$ cat config.mk
export PLATFORM = sky130hd
export DESIGN_NAME = sfs_status_reg
export DESIGN_NICKNAME = d
export VERILOG_FILES = /design/src/include/sfs_pkg.sv /design/src/rtl/sfs_status_reg.sv
export VERILOG_INCLUDE_DIRS = /design/src /design/src/include
export SDC_FILE = /design/constraint.sdc
export NUM_CORES = 1
export LEC_CHECK = 0
export BUFFER_PORTS_ARGS = -buffer_cell sky130_fd_sc_hd__buf_2
export CORE_ASPECT_RATIO = 0.8
export CORE_MARGIN = 10
export CORE_UTILIZATION = 35
export DETAILED_ROUTE_END_ITERATION = 12
export GPL_TIMING_DRIVEN = 0
export SLEW_MARGIN = 20
export SYNTH_ARGS = -nofsm -noshare
export SYNTH_HDL_FRONTEND = slang
export SYNTH_SLANG_ARGS = --single-unit
$ cat constraint.sdc
create_clock -name ref_clk -period 5.15 [get_ports ref_clk]
set_input_delay 1.03 -clock ref_clk [delete_from_list [all_inputs] [get_ports ref_clk]]
set_output_delay 1.03 -clock ref_clk [all_outputs]
set_load 0.1 [all_outputs]
$ cat src/include/sfs_cfg.svh
/*
 * Constants of the serial flash status register block: command opcodes
 * and reset values of the status fields.
 * Assumes it is included by bare name from the design and the bench.
 */
`ifndef SFS_CFG_SVH
`define SFS_CFG_SVH

// ----------------------------------------------------------------------
// Command opcodes
// ----------------------------------------------------------------------
`define SFS_OP_WRSR      8'h01
`define SFS_OP_RDSR      8'h05
`define SFS_OP_WREN      8'h06
`define SFS_OP_WRDI      8'h04

// ----------------------------------------------------------------------
// Reset values and field layout helpers
// ----------------------------------------------------------------------
`define SFS_LOCK_RST     1'b0
`define SFS_BP_RST       1'b0
`define SFS_WEL_RST      1'b0
`define SFS_EPE_RST      1'b0
`define SFS_RSV_VAL      1'b0
`define SFS_BIT_LAST     3'h7
`define SFS_BIT_FIRST    3'h0
// Idle pin levels {cs_n, sck, si, wp_n}: deselected, clock low, wp off.
`define SFS_PIN_IDLE     4'hB

`endif

$ cat src/include/sfs_pkg.sv
/*
 * Types of the serial flash status register block.
 * Assumes sfs_cfg.svh is on the include path.
 */
package sfs_pkg;

  // ----------------------------------------------------------------------
  // Status byte layout, bit 7 first.
  // ----------------------------------------------------------------------
  typedef struct packed {
    logic protect_lock;       // Freezes array_protect while wp asserted.
    logic reserved_bit6;      // Always reads zero.
    logic prog_erase_error;   // Last program or erase failed.
    logic wp_pin_mirror;      // Zero while the wp pin is asserted.
    logic reserved_bit3;      // Always reads zero.
    logic array_protect;      // Whole array protected when one.
    logic write_enable_latch; // Writes enabled when one.
    logic busy_flag;          // Self-timed operation running.
  } sfs_status_t;

  // Pending values captured from the write-status data byte.
  typedef struct packed {
    logic lock;
    logic prot;
  } sfs_wrsr_t;

  // Recognised commands of this block.
  typedef enum logic [2:0] {
    CMD_NONE,
    CMD_WREN,
    CMD_WRDI,
    CMD_WRSR,
    CMD_RDSR
  } sfs_cmd_t;

  // Phase of the current chip-select frame.
  typedef enum logic [2:0] {
    PH_OPCODE,
    PH_WRSR_DATA,
    PH_WRSR_TAIL,
    PH_RDSR,
    PH_SKIP
  } sfs_phase_t;

endpackage

$ cat src/rtl/sfs_status_reg.sv
/*
 * Status register of a serial flash: the SPI command front end for the
 * write-enable, write-disable, read-status and write-status commands,
 * and the status fields themselves.
 * Assumes the SPI pins are asynchronous to ref_clk and slow enough to be
 * oversampled (mode 0), and that the array engine sits on ref_clk.
 */
// What this block does
// - Write-status changes only lock and protect bits.
// - Bit 0 shows busy while operation runs.
// - Bit 1 shows the write-enable latch.
// - Reserved bits 6 and 3 read zero.
// - Lock plus asserted wp freezes array protect.
// - Protect lock clears at power-up.
// - Lock writable freely with wp deasserted.
// - Lock clear under wp: ignore, clear latch.
// - Bit 5 set when program/erase failed.
// - Error refreshed per operation, never on abort.
// - Bit 4 mirrors the wp pin level.
// - Array protect one blocks all program/erase.
// - Latch zero rejects write-type commands.
// - Latch clears at power-up and reset.
// - Latch clears when write operations end.
// - Partial or unknown opcode keeps the latch.
// - Opcode 01h then one byte; extras ignored.
// - Commit lock/protect at chip-select rise.
// - Decision uses prior lock and sampled wp.
// - Unaligned or short frame aborts, clears latch.
// - Opcode 05h streams live status, MSB first.
`timescale 1ns/1ps
`include "sfs_cfg.svh"

module sfs_status_reg
  import sfs_pkg::*;
(
  input  wire logic        ref_clk,        // System clock, 50 MHz.
  input  wire logic        sys_rst,        // Synchronous reset, high.
  input  wire logic        spi_cs_n,       // Chip select pin, low active.
  input  wire logic        spi_sck,        // Serial clock pin.
  input  wire logic        spi_si,         // Serial data in pin.
  input  wire logic        wp_n,           // Write-protect pin, low active.
  input  wire logic        op_busy,        // Engine running, same clock.
  input  wire logic        op_done,        // Engine finished, pulse.
  input  wire logic        op_fail,        // Failure with op_done.
  input  wire logic        op_wel_clr,     // Engine ended or aborted.
  output sfs_status_t      status_byte_q,  // Live status byte.
  output logic             prog_ok_q,      // Array may be written.
  output logic             spi_so_q,       // Serial data out.
  output logic             spi_so_oe_q     // Drive enable of data out.
);

  // ----------------------------------------------------------------------
  // Pin synchronisers
  // ----------------------------------------------------------------------
  logic [3:0] pin_m_q;   // First stage: cs, sck, si, wp.
  logic [3:0] pin_s_q;   // Second stage, the only stage logic reads.
  logic       cs_d_q;    // Delayed synchronised chip select.
  logic       sck_d_q;   // Delayed synchronised serial clock.
  logic       cs_s;      // Synchronised chip select, low active.
  logic       sck_s;     // Synchronised serial clock.
  logic       si_s;      // Synchronised data in.
  logic       wp_s;      // Synchronised wp, low means asserted.

  // Every pin passes two flops; only the second stage fans out.
  always_ff @(posedge ref_clk) begin
    if (sys_rst) begin
      // Idle levels, so no false serial clock edge follows a reset.
      pin_m_q <= `SFS_PIN_IDLE;
      pin_s_q <= `SFS_PIN_IDLE;
    end else begin
      pin_m_q <= {spi_cs_n, spi_sck, spi_si, wp_n};
      pin_s_q <= pin_m_q;
    end
  end

  assign cs_s  = pin_s_q[3];
  assign sck_s = pin_s_q[2];
  assign si_s  = pin_s_q[1];
  assign wp_s  = pin_s_q[0];

  // Edge detectors look at the second stage and its delayed copy.
  always_ff @(posedge ref_clk) begin
    if (sys_rst) begin
      cs_d_q  <= 1'b1;
      sck_d_q <= 1'b0;
    end else begin
      cs_d_q  <= cs_s;
      sck_d_q <= sck_s;
    end
  end

  logic cs_rise;   // Frame ends.
  logic sck_rise;  // Input sample point.
  logic sck_fall;  // Output launch point.

  assign cs_rise  = cs_s & ~cs_d_q;
  assign sck_rise = ~cs_s & sck_s & ~sck_d_q;
  assign sck_fall = ~cs_s & ~sck_s & sck_d_q;

  // ----------------------------------------------------------------------
  // Serial shifter and frame decoder
  // ----------------------------------------------------------------------
  logic [7:0] sh_q;        // Input shift register.
  logic [2:0] bit_q;       // Bits of the current byte so far.
  logic [7:0] byte_in;     // Byte completed on this rising edge.
  logic       byte_done;   // Eighth bit sampled now.
  sfs_phase_t phase_q;     // Phase of the frame.
  sfs_cmd_t   cmd_q;       // Command decoded from a full opcode.
  sfs_wrsr_t  shadow_q;    // Pending write-status values.
  logic       data_ok_q;   // Full data byte of write-status seen.
  logic       aligned;     // Frame stands on a byte boundary.

  assign byte_in   = {sh_q[6:0], si_s};
  assign byte_done = sck_rise && (bit_q == `SFS_BIT_LAST);
  assign aligned   = (bit_q == `SFS_BIT_FIRST);

  // Bits shift in on the rising serial clock; the count resets per frame.
  always_ff @(posedge ref_clk) begin
    if (sys_rst || cs_s) begin
      sh_q  <= 8'h00;
      bit_q <= 3'h0;
    end else if (sck_rise) begin
      sh_q  <= byte_in;
      bit_q <= bit_q + 3'h1;
    end
  end

  // Phase machine. An unknown opcode leaves cmd at none, so the frame end
  // does nothing to the latch.
  always_ff @(posedge ref_clk) begin
    if (sys_rst || cs_s) begin
      phase_q <= PH_OPCODE;
      cmd_q   <= CMD_NONE;
    end else if (byte_done) begin
      case (phase_q)
        PH_OPCODE: begin
          case (byte_in)
            `SFS_OP_WRSR: begin
              cmd_q   <= CMD_WRSR;
              phase_q <= PH_WRSR_DATA;
            end
            `SFS_OP_RDSR: begin
              cmd_q   <= CMD_RDSR;
              phase_q <= PH_RDSR;
            end
            `SFS_OP_WREN: begin
              cmd_q   <= CMD_WREN;
              phase_q <= PH_SKIP;
            end
            `SFS_OP_WRDI: begin
              cmd_q   <= CMD_WRDI;
              phase_q <= PH_SKIP;
            end
            default: begin
              cmd_q   <= CMD_NONE;
              phase_q <= PH_SKIP;
            end
          endcase
        end
        PH_WRSR_DATA: phase_q <= PH_WRSR_TAIL;
        default:      phase_q <= phase_q;
      endcase
    end
  end

  // Only bits 7 and 2 of the data byte are kept; later bytes are ignored.
  always_ff @(posedge ref_clk) begin
    if (sys_rst || cs_s) begin
      shadow_q  <= '0;
      data_ok_q <= 1'b0;
    end else if (byte_done && phase_q == PH_WRSR_DATA) begin
      shadow_q  <= '{lock: byte_in[7], prot: byte_in[2]};
      data_ok_q <= 1'b1;
    end
  end

  // ----------------------------------------------------------------------
  // Write-status decision at the frame end
  // ----------------------------------------------------------------------
  logic wr_end;     // Write-status frame ended with the latch set.
  logic wr_good;    // Full byte, byte aligned.
  logic wp_on;      // Wp pin asserted, as sampled now.
  logic lock_ign;   // Attempt to clear the lock under wp.
  logic prot_frz;   // Array protect frozen by lock and wp.
  logic lock_q;     // Protect lock.
  logic prot_q;     // Array protect.
  logic wel_q;      // Write-enable latch.

  // The live latch gates the commit, not its registered status copy.
  assign wr_end   = cs_rise && cmd_q == CMD_WRSR && wel_q;
  assign wr_good  = data_ok_q && aligned;
  assign wp_on    = ~wp_s;
  assign lock_ign = wp_on && lock_q && !shadow_q.lock;
  assign prot_frz = wp_on && lock_q;

  // Prior lock and the sampled pin decide; nothing else may change here.
  always_ff @(posedge ref_clk) begin
    if (sys_rst) begin
      lock_q <= `SFS_LOCK_RST;
      prot_q <= `SFS_BP_RST;
    end else if (wr_end && wr_good && !lock_ign) begin
      lock_q <= shadow_q.lock;
      if (!prot_frz) begin
        prot_q <= shadow_q.prot;
      end
    end
  end

  // ----------------------------------------------------------------------
  // Write-enable latch
  // ----------------------------------------------------------------------
  logic wel_set;    // Aligned write-enable frame end.
  logic wel_clr;    // Any clearing event.

  assign wel_set = cs_rise && aligned && cmd_q == CMD_WREN;
  assign wel_clr = op_wel_clr ||
                   (cs_rise && cmd_q == CMD_WRSR) ||
                   (cs_rise && aligned && cmd_q == CMD_WRDI);

  // A set in the same cycle as a clear wins, so no enable is lost.
  always_ff @(posedge ref_clk) begin
    if (sys_rst) begin
      wel_q <= `SFS_WEL_RST;
    end else if (wel_set) begin
      wel_q <= 1'b1;
    end else if (wel_clr) begin
      wel_q <= 1'b0;
    end
  end

  // ----------------------------------------------------------------------
  // Error flag and busy
  // ----------------------------------------------------------------------
  logic epe_q;      // Program or erase error.

  // Aborted operations raise no op_done, so they never touch the flag.
  always_ff @(posedge ref_clk) begin
    if (sys_rst) begin
      epe_q <= `SFS_EPE_RST;
    end else if (op_done) begin
      epe_q <= op_fail;
    end
  end

  // ----------------------------------------------------------------------
  // Status byte and array permission outputs
  // ----------------------------------------------------------------------
  always_ff @(posedge ref_clk) begin
    if (sys_rst) begin
      status_byte_q <= '0;
      prog_ok_q     <= 1'b0;
    end else begin
      status_byte_q.protect_lock       <= lock_q;
      status_byte_q.reserved_bit6      <= `SFS_RSV_VAL;
      status_byte_q.prog_erase_error   <= epe_q;
      status_byte_q.wp_pin_mirror      <= wp_s;
      status_byte_q.reserved_bit3      <= `SFS_RSV_VAL;
      status_byte_q.array_protect      <= prot_q;
      status_byte_q.write_enable_latch <= wel_q;
      status_byte_q.busy_flag          <= op_busy;
      prog_ok_q <= wel_q && !prot_q;
    end
  end

  // ----------------------------------------------------------------------
  // Read-status serial output
  // ----------------------------------------------------------------------
  logic [7:0] snap_q;  // Byte being shifted out.
  logic [2:0] out_q;   // Next bit index, counted from bit 7.

  // A fresh snapshot is taken at each byte start, so polling sees the
  // busy flag fall without restarting the command.
  always_ff @(posedge ref_clk) begin
    if (sys_rst || cs_s || phase_q != PH_RDSR) begin
      snap_q      <= 8'h00;
      out_q       <= 3'h0;
      spi_so_q    <= 1'b0;
      spi_so_oe_q <= 1'b0;
    end else begin
      spi_so_oe_q <= 1'b1;
      if (sck_fall) begin
        out_q <= out_q + 3'h1;
        if (out_q == `SFS_BIT_FIRST) begin
          snap_q   <= status_byte_q;
          spi_so_q <= status_byte_q[7];
        end else begin
          spi_so_q <= snap_q[3'h7 - out_q];
        end
      end
    end
  end

  // ----------------------------------------------------------------------
  // Checks
  // ----------------------------------------------------------------------
  rsv_zero_a: assert property (@(posedge ref_clk) disable iff (sys_rst)
    !status_byte_q.reserved_bit6 && !status_byte_q.reserved_bit3)
    else $error("reserved status bit not zero");

  wp_mirror_a: assert property (@(posedge ref_clk) disable iff (sys_rst)
    $past(sys_rst, 4) == 1'b0 |->
    status_byte_q.wp_pin_mirror == $past(wp_n, 3))
    else $error("wp mirror does not follow pin");

  busy_bit_a: assert property (@(posedge ref_clk) disable iff (sys_rst)
    ##1 status_byte_q.busy_flag == $past(op_busy))
    else $error("busy bit does not follow engine");

  rst_clear_a: assert property (@(posedge ref_clk)
    sys_rst |=> !lock_q && !wel_q && !prot_q)
    else $error("reset left lock or latch set");

  wel_gate_a: assert property (@(posedge ref_clk) disable iff (sys_rst)
    cs_rise && cmd_q == CMD_WRSR && !wel_q |=>
    $stable(lock_q) && $stable(prot_q))
    else $error("write-status acted without latch");

  prot_freeze_a: assert property (@(posedge ref_clk) disable iff (sys_rst)
    cs_rise && lock_q && !wp_s |=> $stable(prot_q))
    else $error("array protect changed while frozen");

  lock_ignore_a: assert property (@(posedge ref_clk) disable iff (sys_rst)
    wr_end && lock_ign && !wel_set |=> lock_q && !wel_q)
    else $error("lock clear under wp not ignored");

  wrsr_abort_a: assert property (@(posedge ref_clk) disable iff (sys_rst)
    wr_end && !wr_good |=>
    $stable(lock_q) && $stable(prot_q) ##1 !status_byte_q.write_enable_latch)
    else $error("short write-status frame not aborted");

  wrsr_commit_a: assert property (@(posedge ref_clk) disable iff (sys_rst)
    wr_end && wr_good && wp_s |=>
    lock_q == $past(shadow_q.lock) && prot_q == $past(shadow_q.prot)
    && !wel_q)
    else $error("write-status commit wrong");

  epe_update_a: assert property (@(posedge ref_clk) disable iff (sys_rst)
    op_done |=> epe_q == $past(op_fail) ##1
    status_byte_q.prog_erase_error == $past(epe_q))
    else $error("error flag not refreshed");

  opc_partial_a: assert property (@(posedge ref_clk) disable iff (sys_rst)
    cs_rise && cmd_q == CMD_NONE && !op_wel_clr |=> $stable(wel_q))
    else $error("latch changed on partial opcode");

  prot_block_a: assert property (@(posedge ref_clk) disable iff (sys_rst)
    prot_q |=> !prog_ok_q)
    else $error("array writable while protected");

  wrsr_seen_c: cover property (@(posedge ref_clk) disable iff (sys_rst)
    wr_end && wr_good);
  lock_ign_c: cover property (@(posedge ref_clk) disable iff (sys_rst)
    wr_end && lock_ign);
  rdsr_rep_c: cover property (@(posedge ref_clk) disable iff (sys_rst)
    sck_fall && phase_q == PH_RDSR && out_q == 3'h7 ##[1:400]
    sck_fall && out_q == 3'h0);

endmodule

==> impl_metrics.toml <==
[pwr]
fin_total_pwr_uw = 680
vdd_drop_max_mv = 0.131
power_switching_share_pct = 23.7
p_int_uw = 519
clockPowerShare_pct = 35.7
p_comb_share_pct = 5.1
leakage_uw = 0.000876
p_sw_uw = 161
power_frac_seq_pct = 59.2
powerDensity_mw_per_mm2 = 299

[sta]
max_freq_mhz = 445
rsz0062_at_grt = "false"
worst_pin_slew_ns = 0.497
hold_viol_final = 0
report.final.slew_viol_count = 0
slew-limit-headroom_pct = 66.7
post-route-period-util_pct = 43.7
setup_tns_ns = 0
fin_worst_skew_ns = 0.0124
setup_violations = 0
post-route-min-period_ns = 2.25

[final_layout]
drive_gt1_share_pct = 18.5
area_growth_pct = 14.6
nets = 247
final_cell_mix = "dfxtp_1 (51), nor2_1 (21), nand2_1 (19)"
num-fill-cells = 558
antenna_cells = 0
final_common_cell = "dfxtp_1"

[placement]
place_congestion = 0.780
hpwl_um = 2700
io_buffers = 18

[logic_synthesis]
netlist-cell-type-count = 41
yosys.area_share.simple_pct = 24.0
synth_edf_count = 0
synth-seq-cells = 51
yosys.area_share.adder_pct = 3.15
synthMuxAreaShare_pct = 6.62
syn_avg_cell_area_um2 = 9.63
synth_area_mm2 = 0.00198
async_reset_ff_share_pct = 0
syn_inst = 206
synth-xor-area-share_pct = 1.77
synth_top_family_by_area = "simple AND/OR/NAND/NOR gates"
synthFlopType = "dfxtp_1"
synth_compound_area_share_pct = 8.83
ys_seq_area_share_pct = 51.5
synth_warnings = 0

[clock_tree]
ctsRootBufferMaster = "clkbuf_8"
hold_buffers = 0
worstSkewPairLatency_ns = 0.30
cts_tree = "built"
clkTransAtPathRegs_ns = 0.10
cts_buffers = 5
cts.repair.resized = 0
clock_sinks = 51
clk_path_buf_depth = 2
post_cts_buffers = 0
ctsHtreeMaxLevel = 2

[routing]
postRouteAntennaNets = 0
drt-pass1-iter-count = 4
drt_iter0_drc = 72
drc = 0
vias_per_cell = 4.46
drt_wl_total_um = 3610
via_count = 1388
wl_per_cell_um = 11.6

[grt]
grt_pass1_vias = 1292
grt_pass1_wl_um = 6320
busiest_layer = "met2"
overflow = 0
grt_use_total_pct = 8.43
grt_antenna_before_repair = 0
met3_usage_pct = 2.66
met2_usage_pct = 12.1
met1_usage_pct = 11.2
grt_max_degree = 17

[critical_path]
crit_path_cell_trace = "ha_1 -> ha_1 -> or4b_4 -> or3_4 -> or4_1 -> a21oi_1"
crit_family = "simple AND/OR/NAND/NOR gates"
crit_slowest_cell = "or4_1"
path_class = "reg -> reg"
crit_path_end_kind = "register"
critPathMaxFanout = 4
timing.critical_path.mode_cell = "ha_1"
worstPathArrival_ns = 2.49
required_ns = 5.39
start_kind = "register"
worst_path_largest_cell_delay_ns = 0.49
path_buf_inv = 0

[floorplan]
num_io_pins = 21
core_region_area_mm2 = 0.00547
fp.dieW_um = 104
row_count = 24
die_h_um = 87.3
die_area_mm2 = 0.00910
start_util_pct = 36.3

[run_status]
status = "completed"

[hold_path]
hold_path.class = "reg -> reg"

[flow_run]
cap_violations = 0
## power groups by stage
stage | clock (uW) | sequential, uW | combinational [uW]
3_5_place_dp | 0 | 411 | 35.1
3_3_place_gp | 0 | 411 | 35.0
5_1_grt | 265 | 403 | 37.7
4_1_cts | 247 | 402 | 35.1
6_report | 243 | 402 | 34.6
2_1_floorplan | 0 | 419 | 18.5
## flip-flops by register name (all words and copies together), names as in the netlist, 3 cells and up
name           count
bit_q              3
out_q              3
sh_q               7
phase_q            3
snap_q             6
pin_m_q            4
pin_s_q            4
status_byte_q      6
cmd_q              3
## synthesized netlist by cell type, types with 2 or more instances
master / instances / area share (%)
or3_1: 3 / 0.95
dfxtp_1: 51 / 51
mux2i_1: 12 / 6.1
a21oi_1: 14 / 3.5
nand4b_1: 2 / 0.88
nor2b_1: 12 / 3.8
clkbuf_1: 6 / 1.1
o221a_2: 4 / 2.3
nand2b_1: 4 / 1.3
nor3_1: 2 / 0.50
or2_2: 7 / 2.2
xnor2_1: 3 / 1.3
nand2_1: 19 / 3.6
nor3b_1: 2 / 0.76
inv_1: 10 / 1.9
buf_4: 2 / 0.76
nand3b_1: 2 / 0.76
nor2_1: 21 / 4.0
nand3_1: 4 / 1.0
ha_1: 5 / 3.2
## routing by layer
metal / vias up / part of all wire (%)
met5: - / 0
met4: 0 / 1.8
met3: 4 / 3.6
met2: 18 / 38
met1: 623 / 56
li1: 743 / -
## logic make-up (layout without fill, tap and decap cells)
| family | count (synthesis) | after routing |
|---|---|---|
| AO/OA/AOI/OAI | 26 | 26 |
| XOR/XNOR | 4 | 4 |
| adder cells (fa/ha/maj) | 5 | 5 |
| buffers and inverters | 19 | 45 |
| flip-flops | 51 | 51 |
| multiplexers | 13 | 13 |
| other | 1 | 2 |
| AND/OR/NAND/NOR | 87 | 87 |
## final timing paths
path | start | to | slack, ns | cells past startpoint
worst max-delay path | bit_q[0] | cmd_q[0] | 2.90 | 6
worst min-delay path | prot_q | prog_ok_q | 0.41 | 1
worst max register to register | bit_q[0] | cmd_q[0] | 2.90 | 6
worst min register to register | prot_q | prog_ok_q | 0.41 | 1
## worst register-to-register path, delay by kind of cell, from the launching register on
kind	cells	cell delay, ns
simple gates	3	1.33
flops	1	0.38
fa+ha+maj	2	0.35
compound gates	1	0.13
## stage by stage
step	setup WS [ns]	hold WS [ns]	instances	instance area, um^2	utilization [%]
after floorplan	3.08	0.384	207	1990	-
after global placement	2.90	0.392	303	2170	39.8
after detailed placement	2.90	0.396	303	2170	39.8
after CTS	2.88	0.410	311	2270	41.6
after global routing	2.75	0.431	311	2270	41.6
final	2.90	0.405	311	2270	41.6
## layout make-up
cell class                      count  area (um^2)  share of cell area, %
Sequential cell                    51         1020                   44.9
Multi-Input combinational cell    137          887                   39.0
Tap cell                           78         97.6                   4.29
Timing Repair Buffer               18         90.1                   3.96
Clock buffer                        6         82.6                   3.63
Buffer                              9         41.3                   1.82
Inverter                           10         37.5                   1.65
Clock inverter                      2         16.3                  0.715
Note: power is estimated with default switching activity, not from simulation.
